<file path="src/verilog/sdf_map.svh">
`ifndef SDF_MAP_SVH
`define SDF_MAP_SVH

// Register indices on the plain register port.
`define SDF_ADDR_CFG1      4'h0
`define SDF_ADDR_CFG2      4'h1
`define SDF_ADDR_CFG3      4'h2
`define SDF_ADDR_STATUS    4'h3
`define SDF_ADDR_RES0      4'h4
`define SDF_ADDR_HOSTW     4'h8

// Field positions and reset values.
`define SDF_DR_MSB         2
`define SDF_DR_LSB         0
`define SDF_CLKOUT_BIT     3
`define SDF_CFG1_RST       4'h6
`define SDF_REFHI_RST      1'b0
`define SDF_REFBUF_RST     1'b0

// Filter shape and timing counts.
`define SDF_NUM_CH         4
`define SDF_WORD_W         16
`define SDF_ACC_W          36
`define SDF_FRAME_W        64
`define SDF_LOG2N_MAX      4'hB
`define SDF_DR_MAX         3'h6
`define SDF_MOD_DIV_LAST   3'h7
`define SDF_SETTLE_DUMPS   2'h3
`define SDF_SHIFT_BASE     6'h0F
`define SDF_ORDER          6'h03
`define SDF_OUT_POS        16'h7FFF
`define SDF_OUT_NEG        16'h8000
`define SDF_SYNC_W         6

`endif

</file>
<file path="src/verilog/sdf_pkg.sv">
package sdf_pkg;
    typedef logic signed [35:0] sdf_acc_t;
    typedef logic [15:0]        sdf_word_t;
    typedef enum logic [2:0] {
        SDF_IDLE   = 3'h1,
        SDF_SETTLE = 3'h2,
        SDF_RUN    = 3'h4
    } sdf_state_t;
endpackage

</file>
<file path="src/verilog/sdf_sinc3.sv">
`timescale 1ns/1ps
`include "sdf_map.svh"
module sdf_sinc3 import sdf_pkg::*; (
    // Clock and reset.
    input  wire logic       clk_sys,
    input  wire logic       rst,
    // Control.
    input  wire logic       clear,
    input  wire logic       sample_en,
    input  wire logic       dump,
    input  wire logic [4:0] shift,
    // Bitstream in.
    input  wire logic       bit_in,
    // Result out.
    output sdf_word_t       word,
    output logic            word_valid
);
    sdf_acc_t integ1_r, integ2_r, integ3_r;
    sdf_acc_t dly1_r, dly2_r, dly3_r;
    sdf_acc_t step;
    sdf_acc_t comb1, comb2, comb3, scaled;

    // A one bit counts as plus one, a zero as minus one.
    assign step = bit_in ? 36'sh000000001 : -36'sh000000001;

    always_ff @(posedge clk_sys) begin
        if (rst || clear) begin
            integ1_r <= '0;
            integ2_r <= '0;
            integ3_r <= '0;
        end else if (sample_en) begin
            integ1_r <= integ1_r + step;
            integ2_r <= integ2_r + integ1_r;
            integ3_r <= integ3_r + integ2_r;
        end
    end

    always_comb begin
        comb1  = integ3_r - dly1_r;
        comb2  = comb1 - dly2_r;
        comb3  = comb2 - dly3_r;
        scaled = comb3 >>> shift;
    end

    always_ff @(posedge clk_sys) begin
        if (rst || clear) begin
            dly1_r     <= '0;
            dly2_r     <= '0;
            dly3_r     <= '0;
            word       <= '0;
            word_valid <= 1'b0;
        end else begin
            word_valid <= dump;
            if (dump) begin
                dly1_r <= integ3_r;
                dly2_r <= comb1;
                dly3_r <= comb2;
                if (scaled > 36'sh000007FFF) begin
                    word <= `SDF_OUT_POS;
                end else if (scaled < -36'sh000008000) begin
                    word <= `SDF_OUT_NEG;
                end else begin
                    word <= scaled[15:0];
                end
            end
        end
    end
endmodule

</file>
<file path="src/verilog/sdf_top.sv">
// Decided for this implementation: the strobed register port and the address map.
`timescale 1ns/1ps
`include "sdf_map.svh"
// Overview of operation
// Every channel runs a third-order sinc low-pass with programmable decimation.
// One modulator bit taken per modulator period; decimation ratio sets output rate.
// Response is ((1 - z^-N)/(1 - z^-1)) cubed: three integrators, three combs.
// Notches fall at the output rate and its integer multiples.
// After a step, three output periods settle; fourth ready strobe is settled.
// After conversion start rises, first output waits a rate-dependent settle interval.
// Each channel result is a 16-bit twos-complement word sent MSB first.
// Results clip to 7FFFh at positive and 8000h at negative full scale.
// One step is Vref/(2^15-1); zero gives 0000h, plus one 0001h, minus one FFFFh.
// Source select low: external clock, clock pin is input whatever the enable.
// Source select high: internal oscillator; pin floats or drives per enable bit.
// Host should stop an external clock during power-down to save power.
// Wakes in external reference mode; buffer power bit switches reference buffer.
// Internal reference 2.4V unless high-level bit set; 4V only with 5V supply.
// Host uses four-wire serial link to read results and control the device; here din only fills host_word_r, control is by the register port.
// Data-ready strobe goes low each time a new result set is available.
// Modulator samples at one eighth of the master clock.
// One data-rate field in the first configuration register sets all channels.
// Reset or ratio change clears filter state and restarts settle counting.
// Full-precision accumulator is scaled to 16 bits and saturated.
module sdf_top import sdf_pkg::*; (
    // Clock and reset.
    input  wire logic        clk_sys,
    input  wire logic        rst,
    // Register port.
    input  wire logic [3:0]  reg_addr,
    input  wire logic [15:0] reg_wdata,
    input  wire logic        reg_wr,
    input  wire logic        reg_rd,
    output logic      [15:0] reg_rdata,
    // Modulator side.
    input  wire logic [3:0]  mod_bits,
    output logic             mod_sample,
    // Conversion start pin.
    input  wire logic        start_pin,
    // Clock selection.
    input  wire logic        clock_source_select_pin,
    input  wire logic        osc_clk,
    output logic             clk_pin_out,
    output logic             clk_pin_oe_n,
    output logic             clk_internal,
    // Reference control.
    output logic             reference_buffer_power,
    output logic             reference_high_level_select,
    // Serial link.
    input  wire logic        cs_n,
    input  wire logic        sclk,
    input  wire logic        din,
    output logic             dout,
    output logic             dout_oe_n,
    output logic             data_ready_strobe_n
);
    localparam int NCH = `SDF_NUM_CH;

    logic [5:0]       sync1_r, sync2_r, sync3_r;
    logic             start_s, clock_source_select_pin_s, osc_s, cs_s, sclk_s, din_s;
    logic             start_rise, cs_fall, sclk_rise, sclk_fall;
    logic [3:0]       cfg1_r;
    logic [2:0]       dr_eff;
    logic [3:0]       log2n;
    logic [5:0]       shift_full;
    logic [10:0]      n_m1;
    logic [2:0]       mod_cnt_r;
    logic [10:0]      dec_cnt_r;
    logic             dump_r;
    logic             clear_r;
    sdf_state_t       state_r;
    logic [1:0]       settle_cnt_r;
    sdf_word_t        ch_word [NCH];
    logic [NCH-1:0]   ch_valid;
    logic             present;
    logic             new_set_r;
    sdf_word_t        result_r [NCH];
    logic [63:0]      frame_r;
    logic [15:0]      host_word_r;

    // Pins from outside pass two flip-flops; the third only feeds edge detection.
    always_ff @(posedge clk_sys) begin
        if (rst) begin
            sync1_r <= 6'h08;
            sync2_r <= 6'h08;
            sync3_r <= 6'h08;
        end else begin
            sync1_r <= {din, sclk, cs_n, osc_clk, clock_source_select_pin, start_pin};
            sync2_r <= sync1_r;
            sync3_r <= sync2_r;
        end
    end

    assign start_s    = sync2_r[0];
    assign clock_source_select_pin_s   = sync2_r[1];
    assign osc_s      = sync2_r[2];
    assign cs_s       = sync2_r[3];
    assign sclk_s     = sync2_r[4];
    assign din_s      = sync2_r[5];
    assign start_rise = start_s && !sync3_r[0];
    assign cs_fall    = !cs_s && sync3_r[3];
    assign sclk_rise  = sclk_s && !sync3_r[4] && !cs_s;
    assign sclk_fall  = !sclk_s && sync3_r[4] && !cs_s;

    // Decimation ratio N = 2^log2n, from 2048 down to 32; codes above six clamp.
    assign dr_eff     = (cfg1_r[`SDF_DR_MSB:`SDF_DR_LSB] > `SDF_DR_MAX) ?
                        `SDF_DR_MAX : cfg1_r[`SDF_DR_MSB:`SDF_DR_LSB];
    assign log2n      = `SDF_LOG2N_MAX - {1'b0, dr_eff};
    assign shift_full = {2'b00, log2n} * `SDF_ORDER - `SDF_SHIFT_BASE;
    assign n_m1       = 11'((12'h001 << log2n) - 12'h001);

    // Configuration registers.
    always_ff @(posedge clk_sys) begin
        if (rst) begin
            cfg1_r                      <= `SDF_CFG1_RST;
            reference_high_level_select <= `SDF_REFHI_RST;
            reference_buffer_power      <= `SDF_REFBUF_RST;
        end else if (reg_wr) begin
            if (reg_addr == `SDF_ADDR_CFG1) begin
                cfg1_r <= reg_wdata[3:0];
            end else if (reg_addr == `SDF_ADDR_CFG2) begin
                reference_high_level_select <= reg_wdata[0];
            end else if (reg_addr == `SDF_ADDR_CFG3) begin
                reference_buffer_power <= reg_wdata[0];
            end
        end
    end

    // A new ratio or a fresh start clears the filters.
    always_ff @(posedge clk_sys) begin
        if (rst) begin
            clear_r <= 1'b1;
        end else begin
            clear_r <= start_rise || (reg_wr && reg_addr == `SDF_ADDR_CFG1 &&
                       reg_wdata[2:0] != cfg1_r[2:0]);
        end
    end

    // Modulator rate is the master clock divided by eight.
    always_ff @(posedge clk_sys) begin
        if (rst) begin
            mod_cnt_r  <= '0;
            mod_sample <= 1'b0;
        end else begin
            mod_cnt_r  <= mod_cnt_r + 3'h1;
            mod_sample <= (mod_cnt_r == `SDF_MOD_DIV_LAST);
        end
    end

    // Decimation counter: one dump every N modulator samples.
    always_ff @(posedge clk_sys) begin
        if (rst || clear_r || state_r == SDF_IDLE) begin
            dec_cnt_r <= '0;
            dump_r    <= 1'b0;
        end else begin
            dump_r <= mod_sample && (dec_cnt_r == n_m1);
            if (mod_sample) begin
                dec_cnt_r <= (dec_cnt_r == n_m1) ? 11'h000 : dec_cnt_r + 11'h001;
            end
        end
    end

    genvar g;
    generate
        for (g = 0; g < NCH; g++) begin : g_ch
            sdf_sinc3 u_sinc (
                .clk_sys    (clk_sys),
                .rst        (rst),
                .clear      (clear_r || state_r == SDF_IDLE),
                .sample_en  (mod_sample && state_r != SDF_IDLE),
                .dump       (dump_r),
                .shift      (shift_full[4:0]),
                .bit_in     (mod_bits[g]),
                .word       (ch_word[g]),
                .word_valid (ch_valid[g])
            );
        end
    endgenerate

    // Conversion sequencing: the first three dumps after a clear are discarded.
    always_ff @(posedge clk_sys) begin
        if (rst) begin
            state_r      <= SDF_IDLE;
            settle_cnt_r <= '0;
        end else if (!start_s) begin
            state_r      <= SDF_IDLE;
            settle_cnt_r <= '0;
        end else if (clear_r) begin
            state_r      <= SDF_SETTLE;
            settle_cnt_r <= '0;
        end else begin
            case (state_r)
                SDF_IDLE: begin
                    state_r      <= SDF_SETTLE;
                    settle_cnt_r <= '0;
                end
                SDF_SETTLE: begin
                    if (ch_valid[0]) begin
                        settle_cnt_r <= settle_cnt_r + 2'h1;
                        if (settle_cnt_r == `SDF_SETTLE_DUMPS) begin
                            state_r <= SDF_RUN;
                        end
                    end
                end
                SDF_RUN: state_r <= SDF_RUN;
                default: state_r <= SDF_IDLE;
            endcase
        end
    end

    assign present = ch_valid[0] && !clear_r && start_s && (state_r == SDF_RUN ||
                     (state_r == SDF_SETTLE && settle_cnt_r == `SDF_SETTLE_DUMPS));

    always_ff @(posedge clk_sys) begin
        if (rst) begin
            new_set_r <= 1'b0;
            for (int i = 0; i < NCH; i++) begin
                result_r[i] <= '0;
            end
        end else begin
            new_set_r <= present;
            if (present) begin
                for (int i = 0; i < NCH; i++) begin
                    result_r[i] <= ch_word[i];
                end
            end
        end
    end

    // Ready strobe: a new set wins over the clearing serial clock edge.
    always_ff @(posedge clk_sys) begin
        if (rst) begin
            data_ready_strobe_n <= 1'b1;
        end else if (present) begin
            data_ready_strobe_n <= 1'b0;
        end else if (sclk_rise) begin
            data_ready_strobe_n <= 1'b1;
        end
    end

    // Serial frame: channel words MSB first; output shifts on rising serial clock.
    always_ff @(posedge clk_sys) begin
        if (rst) begin
            frame_r     <= '0;
            dout        <= 1'b0;
            dout_oe_n   <= 1'b1;
            host_word_r <= '0;
        end else begin
            dout_oe_n <= cs_s;
            if (cs_fall) begin
                frame_r <= {result_r[0], result_r[1], result_r[2], result_r[3]};
            end else if (sclk_rise) begin
                dout    <= frame_r[63];
                frame_r <= {frame_r[62:0], frame_r[63]};
            end
            if (sclk_fall) begin
                host_word_r <= {host_word_r[14:0], din_s};
            end
        end
    end

    // Clock pin control.
    always_ff @(posedge clk_sys) begin
        if (rst) begin
            clk_internal <= 1'b0;
            clk_pin_oe_n <= 1'b1;
            clk_pin_out  <= 1'b0;
        end else begin
            clk_internal <= clock_source_select_pin_s;
            clk_pin_oe_n <= !(clock_source_select_pin_s && cfg1_r[`SDF_CLKOUT_BIT]);
            clk_pin_out  <= clock_source_select_pin_s && cfg1_r[`SDF_CLKOUT_BIT] && osc_s;
        end
    end

    // Register read data stand in the cycle after the read strobe.
    always_ff @(posedge clk_sys) begin
        if (rst) begin
            reg_rdata <= '0;
        end else if (reg_rd) begin
            if (reg_addr == `SDF_ADDR_CFG1) begin
                reg_rdata <= {12'h000, cfg1_r};
            end else if (reg_addr == `SDF_ADDR_CFG2) begin
                reg_rdata <= {15'h0000, reference_high_level_select};
            end else if (reg_addr == `SDF_ADDR_CFG3) begin
                reg_rdata <= {15'h0000, reference_buffer_power};
            end else if (reg_addr == `SDF_ADDR_STATUS) begin
                reg_rdata <= {10'h000, !data_ready_strobe_n, settle_cnt_r, state_r};
            end else if (reg_addr >= `SDF_ADDR_RES0 && reg_addr < `SDF_ADDR_HOSTW) begin
                reg_rdata <= result_r[reg_addr[1:0]];
            end else if (reg_addr == `SDF_ADDR_HOSTW) begin
                reg_rdata <= host_word_r;
            end else begin
                reg_rdata <= '0;
            end
        end else begin
            reg_rdata <= '0;
        end
    end
endmodule
</file>
<file path="config.mk">
export PLATFORM = sky130hd
export DESIGN_NAME = sdf_top
export DESIGN_NICKNAME = d
export VERILOG_FILES = /design/src/verilog/sdf_pkg.sv /design/src/verilog/sdf_sinc3.sv /design/src/verilog/sdf_top.sv
export VERILOG_INCLUDE_DIRS = /design/src /design/src/verilog
export SDC_FILE = /design/constraint.sdc
export NUM_CORES = 2
export LEC_CHECK = 0
export ABC_AREA = 1
export BUFFER_PORTS_ARGS = -buffer_cell sky130_fd_sc_hd__clkbuf_2
export CAP_MARGIN = 10
export CORE_MARGIN = 10
export CORE_UTILIZATION = 55
export DETAILED_ROUTE_END_ITERATION = 6
export PLACE_DENSITY = 0.71
export SETUP_SLACK_MARGIN = 0.05
export SLEW_MARGIN = 20
export SYNTH_ARGS = -nofsm -noshare
export SYNTH_HDL_FRONTEND = slang
export SYNTH_SLANG_ARGS = --single-unit
</file>
<file path="constraint.sdc">
create_clock -name clk_sys -period 9 [get_ports clk_sys]
set_input_delay 0.9 -clock clk_sys [delete_from_list [all_inputs] [get_ports clk_sys]]
set_output_delay 0.9 -clock clk_sys [all_outputs]
set_load 0.05 [all_outputs]
</file>
Word level (Yosys, flattened, before mapping)
Memory sizes are Yosys's and may differ from the RTL's.
Index checks and enable logic that the tools add are counted.
{"block": "totals", "register_bits": 1076, "latchBits": 0, "ramBits": 64, "romBits": 0, "memories": 1}
{"memory": "result_r", "depth": 4, "word_bits": 16, "read_ports": 5, "rd_ports_with_merged_regs": 0, "write_ports": 4, "line_no": "sdf_top.sv:77", "source": "sdf_word_t result_r [NCH];"}
{"block": "classes", "addsub": 30, "multipliers": 1, "n_div": 0, "order_cmp": 11, "n_eq_ne": 16, "shift": 5, "muxes": 39, "bitwise_logic": 9, "reduce_logical": 46}
{"cell": "$add 36x36->36", "count": 12}
{"cell": "$sub 36x36->36", "count": 12}
{"cell": "$mux 16", "count": 14}
{"cell": "$gt 36x16->1 const B", "count": 4}
{"cell": "$lt 36x16->1 const B", "count": 4}
{"cell": "$mux 36", "count": 4}
{"cell": "$sshr 36x5->36", "count": 4}
{"cell": "$mux 64", "count": 2}
{"cell": "$logic_and 1x1->1", "count": 17}
{"cell": "$mux 4", "count": 3}
{"cell": "$add 11x1->11 const B", "count": 1}
{"cell": "$eq 11x11->1", "count": 1}
{"cell": "$mux 11", "count": 1}
{"cell": "$shl 1x4->11 const A", "count": 1}
{"cell": "$sub 11x1->11 const B", "count": 1}
{"cell": "$reduce_and 2->1", "count": 5}
{"cell": "$mux 3", "count": 3}
{"cell": "$pmux 3 s3", "count": 1}
{"cell": "$eq 4x2->1 const B", "count": 2}
{"cell": "$logic_not 1->1", "count": 7}
{"cell": "$mux 1", "count": 7}
{"cell": "$eq 3x3->1 const B", "count": 2}
{"cell": "$logic_or 1x1->1", "count": 6}
{"cell": "$mux 6", "count": 1}
{"cell": "other kinds (31)", "count": 42}

Longest topological paths before layout
{"block": "logic_depth", "word_depth": 9, "mapped_depth": 58, "ltp_nobuf": 57}

Cells and area by module
A second synthesis with hierarchy kept.
{"block": "unflattened", "hier_cells": 14297, "area_unflattened_um2": 92846.5}
{"module": "sdf_sinc3 (g_ch[0].u_sinc)", "n_inst": 1, "cells_each": 3297, "area_each_um2": 21091.5}
{"module": "sdf_sinc3 (g_ch[3].u_sinc)", "n_inst": 1, "cells_each": 3299, "area_each_um2": 21012.7}
{"module": "sdf_sinc3 (g_ch[2].u_sinc)", "n_inst": 1, "cells_each": 3330, "area_each_um2": 21006.4}
{"module": "sdf_sinc3 (g_ch[1].u_sinc)", "n_inst": 1, "cells_each": 3277, "area_each_um2": 20799.9}
{"module": "sdf_top", "n_inst": 1, "cells_each": 1094, "area_each_um2": 8936.1}

Worst setup path after synthesis
Ideal clock, no wire load.
{"block": "synth_timing", "path_type": "register to register", "start": "register g_ch[2].u_sinc.integ3_r[0]", "end": "register g_ch[2].u_sinc.word[10]", "arrival_ps": 6733, "required_time_ps": 8891, "slack_ps": 2158, "path_stages_with_launch": 55, "n_path_buf": 2, "synth_period_minus_slack_ps": 6842, "path_cell_list": "dfxtp_1 > inv_1 > ha_1 > inv_1 > fa_1 > nand3_1 > nand2_1 > a21oi_1 > o21ai_0 > a21oi_1 > inv_1 > a21oi_1 > o21ai_0 > xor2_1 > ha_1 > nand2_1 > nor2_1 > nand2_1 > (+19 left out) > a21oi_1 > inv_1 > nand3_2 > nand2_4 > nand2_1 > buf_4 > nand3_1 > nand2_1 > nand2_1 > nor2_1 > nand3_1 > nor2_1 > nand3_1 > nand2_2 > buf_6 > nand3_1 > nand2_1 > inv_1"}
{"block": "synth_between", "elab_chain_len": 7, "word_cells_on_any_way": 8}
{"element": "start, declared", "line_no": "sdf_sinc3.sv:18", "source": "sdf_acc_t integ1_r, integ2_r, integ3_r;"}
{"element": "start signal, assigned", "line_no": "sdf_sinc3.sv:34", "source": "integ3_r <= integ3_r + integ2_r;"}
{"element": "$sub 36x36->36 *", "line_no": "sdf_sinc3.sv:39", "source": "comb1 = integ3_r - dly1_r;"}
{"element": "named net g_ch[2].u_sinc.comb1[16]", "line_no": "sdf_sinc3.sv:21", "source": "sdf_acc_t comb1, comb2, comb3, scaled;"}
{"element": "$sub 36x36->36 *", "line_no": "sdf_sinc3.sv:40", "source": "comb2 = comb1 - dly2_r;"}
{"element": "named net g_ch[2].u_sinc.comb2[32]", "line_no": "sdf_sinc3.sv:21"}
{"element": "$sub 36x36->36 *", "line_no": "sdf_sinc3.sv:41", "source": "comb3 = comb2 - dly3_r;"}
{"element": "$sshr 36x5->36 *", "line_no": "sdf_sinc3.sv:42", "source": "scaled = comb3 >>> shift;"}
{"element": "$lt 36x16->1", "line_no": "sdf_sinc3.sv:60", "source": "end else if (scaled < -36'sh000008000) begin"}
{"element": "$mux 16", "line_no": "sdf_sinc3.sv:60"}
{"element": "$mux 16 *", "line_no": "sdf_sinc3.sv:58", "source": "if (scaled > 36'sh000007FFF) begin"}
{"element": "end signal, assigned", "line_no": "sdf_sinc3.sv:59", "source": "word <= `SDF_OUT_POS;"}
{"element": "end signal, assigned", "line_no": "sdf_sinc3.sv:61", "source": "word <= `SDF_OUT_NEG;"}
{"element": "end signal, assigned", "line_no": "sdf_sinc3.sv:63", "source": "word <= scaled[15:0];"}
{"element": "end, declared", "line_no": "sdf_sinc3.sv:15", "source": "output sdf_word_t word,"}
Mark *: on every way through the listed nets, which the timed path passes. The rest lies on a longest branch.
A chain may end at the register's enable or synchronous reset.

Worst setup path in the final report
{"block": "layout_timing", "start": "register g_ch[0].u_sinc.integ3_r[0]", "end": "register g_ch[0].u_sinc.word[10]"}
{"block": "layout_between", "elab_chain_len": 7, "word_cells_on_any_way": 8}
{"element": "start, declared", "line_no": "sdf_sinc3.sv:18"}
{"element": "start signal, assigned", "line_no": "sdf_sinc3.sv:34"}
{"element": "$sub 36x36->36 *", "line_no": "sdf_sinc3.sv:39"}
{"element": "named net g_ch[0].u_sinc.comb1[16]", "line_no": "sdf_sinc3.sv:21"}
{"element": "$sub 36x36->36 *", "line_no": "sdf_sinc3.sv:40"}
{"element": "named net g_ch[0].u_sinc.comb2[33]", "line_no": "sdf_sinc3.sv:21"}
{"element": "$sub 36x36->36 *", "line_no": "sdf_sinc3.sv:41"}
{"element": "$sshr 36x5->36 *", "line_no": "sdf_sinc3.sv:42"}
{"element": "$lt 36x16->1", "line_no": "sdf_sinc3.sv:60"}
{"element": "$mux 16", "line_no": "sdf_sinc3.sv:60"}
{"element": "$mux 16 *", "line_no": "sdf_sinc3.sv:58"}
{"element": "end signal, assigned", "line_no": "sdf_sinc3.sv:59"}
{"element": "end signal, assigned", "line_no": "sdf_sinc3.sv:61"}
{"element": "end signal, assigned", "line_no": "sdf_sinc3.sv:63"}
{"element": "end, declared", "line_no": "sdf_sinc3.sv:15"}
Marks and branches as above.

==> PnR_summary.wiki <==
{| class="wikitable"
! Metric !! Value
|-
| Result of the run || complete, no violations
|-
| Worst VDD drop || 0.000137 V
|-
| Worst endpoint data arrival time || 8830 ps
|-
| Async set-or-reset flop fraction in the synthesized netlist || 0%
|-
| Clk pin slew, worst setup/hold paths || 60 ps
|-
| Maximum number of pins on one net before global-route repair || ~200
|-
| Iteration count of the initial detailed-routing pass || 7
|-
| Clock tree from TritonCTS || built
|-
| Critical path's most frequent cell || sky130_fd_sc_hd__nand2_1
|-
| Count of hold-fix buffers inserted at cts || 0
|-
| CTS Buffer Depth || 3
|-
| Combinational Power Share || 8.1%
|-
| Routed vias/inst || 5.49
|-
| Overall track demand over capacity in global routing || 24.5%
|-
| Max-cap viol count || 0
|-
| Final wirelength || 235000 um
|-
| Total die area || 184000 um^2
|-
| Max Clk Rate || 123 MHz
|-
| Setup TNS after final layout || 0 ps
|-
| Skew-Pair Late Insertion Delay || 790 ps
|-
| Slowest Stage Delay on Critical Path || roughly 430 ps
|-
| Min Hold Slack || around 300 ps
|-
| Total power after layout || 11500 uW
|-
| Hold Fails Final Rpt || 0
|-
| Post-Synth Adder-Cell Area || 12.1%
|-
| Max Transition Viols Final || 0
|-
| Leading post-synthesis cells by instance count || sky130_fd_sc_hd__nand2_1, sky130_fd_sc_hd__inv_1, sky130_fd_sc_hd__a21oi_1
|-
| Fin nets || 14400
|-
| Tightest slew margin relative to the limit || 19.7%
|-
| Simple-gate portion of the synthesized area || 20.6%
|-
| Total power density per cell area || between 100 and 150 nW/um^2
|-
| Count of vias placed by the detailed router || ~87000
|-
| CP bufs+invs || 5
|-
| Share of the synthesized area in compound gates (AO/OA/AOI/OAI) || 24.0%
|-
| Unrepaired setup endpoints after global routing || true
|-
| Ratio of final minimum period to clock period || 90.6%
|-
| Cell depth of the worst flop-to-flop path || 50
|-
| Synth top area cells || sky130_fd_sc_hd__dfxtp_1, sky130_fd_sc_hd__ha_1, sky130_fd_sc_hd__nand2_1
|-
| Crit path setup slack, layout || 842 ps
|-
| Worst-Margin Slew || 1210 ps
|-
| Antenna diodes || 0
|-
| Initial antenna violation count || 1
|-
| Xor and xnor area share after synthesis || between 6 and 7%
|-
| Number of register bits inferred by synthesis || about 1100
|-
| Synthesized area || 91900 um^2
|-
| Worst Skew || 25.1 ps
|-
| Critical Path RT || 9670 ps
|-
| Clock network fraction of design power || roughly 48%
|-
| Starting density of the core || 55.5%
|-
| Resize count post-CTS || 0
|-
| Crit path time final || roughly 8000 ps
|-
| Total leakage power || 0.0504 uW
|-
| Top_reg_cell synth || sky130_fd_sc_hd__dfxtp_1
|-
| Reg-to-reg endpoint || g_ch[0].u_sinc.word[10]
|-
| Routability Congestion || 0.933
|-
| Share of layout cells above drive strength 1 || 3.64%
|-
| Placeable core region || about 170000 um^2
|-
| Number of enable-type register cells in the synthesized netlist || 64
|-
| R2r startpoint || g_ch[0].u_sinc.integ3_r[0]
|-
| Number of top-level pins || 59
|-
| Crit end category || flip-flop
|-
| Unique cell type count in the Yosys netlist || 73
|-
| Kind of critical path || flip-flop to flip-flop
|-
| Syn. warnings || 0
|-
| Detail Placement HPWL || around 180000 um
|-
| Crit-path leading delay family || simple AND/OR/NAND/NOR gates
|-
| Number of buffers inserted to repair setup after CTS || 0
|-
| Total congestion overflow || 0
|-
| Detail Route Antenna Nets || 0
|-
| DR iter-0 viols || about 6000
|-
| Hold-critical path endpoint || sync1_r[3]
|-
| Global-route wire length before repair || 393000 um
|-
| Die Height || 429 um
|-
| Area share of the largest cell type after synthesis || a little under a quarter
|-
| Largest family of logic cells by synthesized area || compound AO/OA/AOI/OAI gates
|-
| Count leader, synth || sky130_fd_sc_hd__nand2_1
|-
| Number of buffers added by the clock tree synthesis step || 134
|-
| Seq/Total Area, Yosys || 25.5%
|-
| Number of levels the H-tree was split into || 4
|-
| Growth of design area from synthesis to finish || 6.49%
|-
| Reg-to-reg setup timing slack || 840 ps
|-
| Die span in x || 429 um
|-
| Number of fill cells || approximately 16000
|-
| Root Buffer || sky130_fd_sc_hd__clkbuf_16
|-
| Mux contribution to synthesized area || 0.272%
|-
| Cell type contributing the most total cell area after synthesis || sky130_fd_sc_hd__dfxtp_1
|-
| Worst Path Max Fanout || 15
|-
| Post-detailed-route wirelength per cell || 14.9 um
|-
| Worst slack at placement || approximately 630 ps
|-
| Timing startpoint of the critical path || g_ch[0].u_sinc.integ3_r[0]
|-
| Switching Share || 25.2%
|-
| Synth Net Count || 14700
|-
| # port buffers || 46
|-
| Worst path slowest cell || sky130_fd_sc_hd__fa_1
|-
| Startpoint type of the worst setup path || flip-flop
|-
| Number of instances in the synthesized netlist || roughly 14000
|-
| Number of stages on the worst hold path || 2
|-
| Internal Pwr Total || 8630 uW
|-
| Number of cell rows || around 150
|-
| Via count of the first global-routing pass || 81200
|-
| Sequential Power Share || approximately 44%
|-
| Setup violations, final || 0
|-
| Hold Path Class || input port to flip-flop
|-
| Net switching power || 2910 uW
|-
| Sinks on Clock Net || 1137
|-
| Worst hold start || cs_n
|-
| Average cell area after synthesis || approximately 6.7 um^2
|-
| Remaining design rule violation count || 0
|}
## registers in the layout, summed over array words and instances, names as in the netlist, 144 cells and up
signal / count
g_ch.u_sinc.integ2_r: 144
g_ch.u_sinc.dly3_r: 144
g_ch.u_sinc.dly2_r: 144
g_ch.u_sinc.integ1_r: 144
g_ch.u_sinc.integ3_r: 144
g_ch.u_sinc.dly1_r: 144
## power by group through the flow
stage | clock network [uW] | logic (uW) | registers [uW]
final | 5490 | 937 | 5110
after global routing | 5820 | 1050 | 5110
after CTS | 5630 | 922 | 5110
after detailed placement | 0 | 918 | 5220
after global placement | 0 | 912 | 5220
after floorplan | 0 | 715 | 5220
## logic make-up after synthesis
group,count (synthesis)
xor+xnor,708
compound gates,3928
flops,1137
simple gates,4523
mux,25
buf+inv,2581
fa+ha+maj,872
## final cells by class
type | count | area (um^2) | area share (%)
Timing Repair Buffer | 94 | 686 | 0.701
Inverter | 2086 | 7870 | 8.04
Clock inverter | 51 | 599 | 0.612
Clock buffer | 188 | 3810 | 3.90
Tap cell | 2189 | 2740 | 2.80
Multi-Input combinational cell | 10100 | 58800 | 60.0
Sequential cell | 1137 | 23400 | 23.9
## per-layer routing
layer	vias up	share of wire (%)	global-route usage, %
li1	45300	-	-
met1	39300	49	33.6
met2	1755	45	40.8
met3	355	4.2	2.71
met4	0	2.3	6.50
met5	-	0	0
## placed cells by master, fill, tap and decap left out, types with 20 or more instances in the layout
cell / netlist / routed
sky130_fd_sc_hd__a21boi_0: 61 / 58
sky130_fd_sc_hd__a21boi_1: 31 / 34
sky130_fd_sc_hd__a21o_1: 66 / 66
sky130_fd_sc_hd__a21oi_1: 1563 / 1558
sky130_fd_sc_hd__a22oi_1: 20 / 20
sky130_fd_sc_hd__a31oi_1: 148 / 148
sky130_fd_sc_hd__buf_4: 4 / 39
sky130_fd_sc_hd__clkbuf_1: 386 / 34
sky130_fd_sc_hd__clkbuf_16: 0 / 139
sky130_fd_sc_hd__clkbuf_2: 0 / 45
sky130_fd_sc_hd__clkinv_2: 1 / 23
sky130_fd_sc_hd__dfxtp_1: 1073 / 1072
sky130_fd_sc_hd__edfxtp_1: 64 / 64
sky130_fd_sc_hd__fa_1: 25 / 25
sky130_fd_sc_hd__ha_1: 847 / 847
sky130_fd_sc_hd__inv_1: 2066 / 2063
sky130_fd_sc_hd__mux2i_1: 25 / 25
sky130_fd_sc_hd__nand2_1: 2457 / 2455
sky130_fd_sc_hd__nand2_2: 31 / 31
sky130_fd_sc_hd__nand3_1: 791 / 791
sky130_fd_sc_hd__nand3_2: 27 / 27
sky130_fd_sc_hd__nand4_1: 64 / 64
sky130_fd_sc_hd__nor2_1: 977 / 973
sky130_fd_sc_hd__nor3_1: 37 / 36
sky130_fd_sc_hd__nor4_1: 26 / 23
sky130_fd_sc_hd__o211ai_1: 77 / 77
sky130_fd_sc_hd__o21a_1: 29 / 29
sky130_fd_sc_hd__o21ai_0: 1319 / 1313
sky130_fd_sc_hd__o21ai_1: 73 / 79
sky130_fd_sc_hd__o21bai_1: 386 / 386
sky130_fd_sc_hd__o221ai_1: 42 / 42
sky130_fd_sc_hd__or2_2: 31 / 31
sky130_fd_sc_hd__xnor2_1: 272 / 271
sky130_fd_sc_hd__xor2_1: 435 / 434
## per-stage QoR
stage          area [um^2]  std cells  utilization [%]
6_report             97900      15800             59.1
5_1_grt              97900      15800             59.1
4_1_cts              97800      15800             59.1
3_5_place_dp         93400      15600             56.4
3_3_place_gp         93400      15600             56.4
2_1_floorplan        91900      13800                -
## how the worst max path moves through the flow
stage,end,cells after the start
after floorplan,g_ch[2].u_sinc.word[10],54
after global placement,g_ch[1].u_sinc.word[6],52
after detailed placement,g_ch[1].u_sinc.word[3],51
after CTS,g_ch[1].u_sinc.word[3],51
after global routing,g_ch[1].u_sinc.word[12],52
final,g_ch[0].u_sinc.word[10],50
Note: power is estimated with default switching activity, not from simulation.
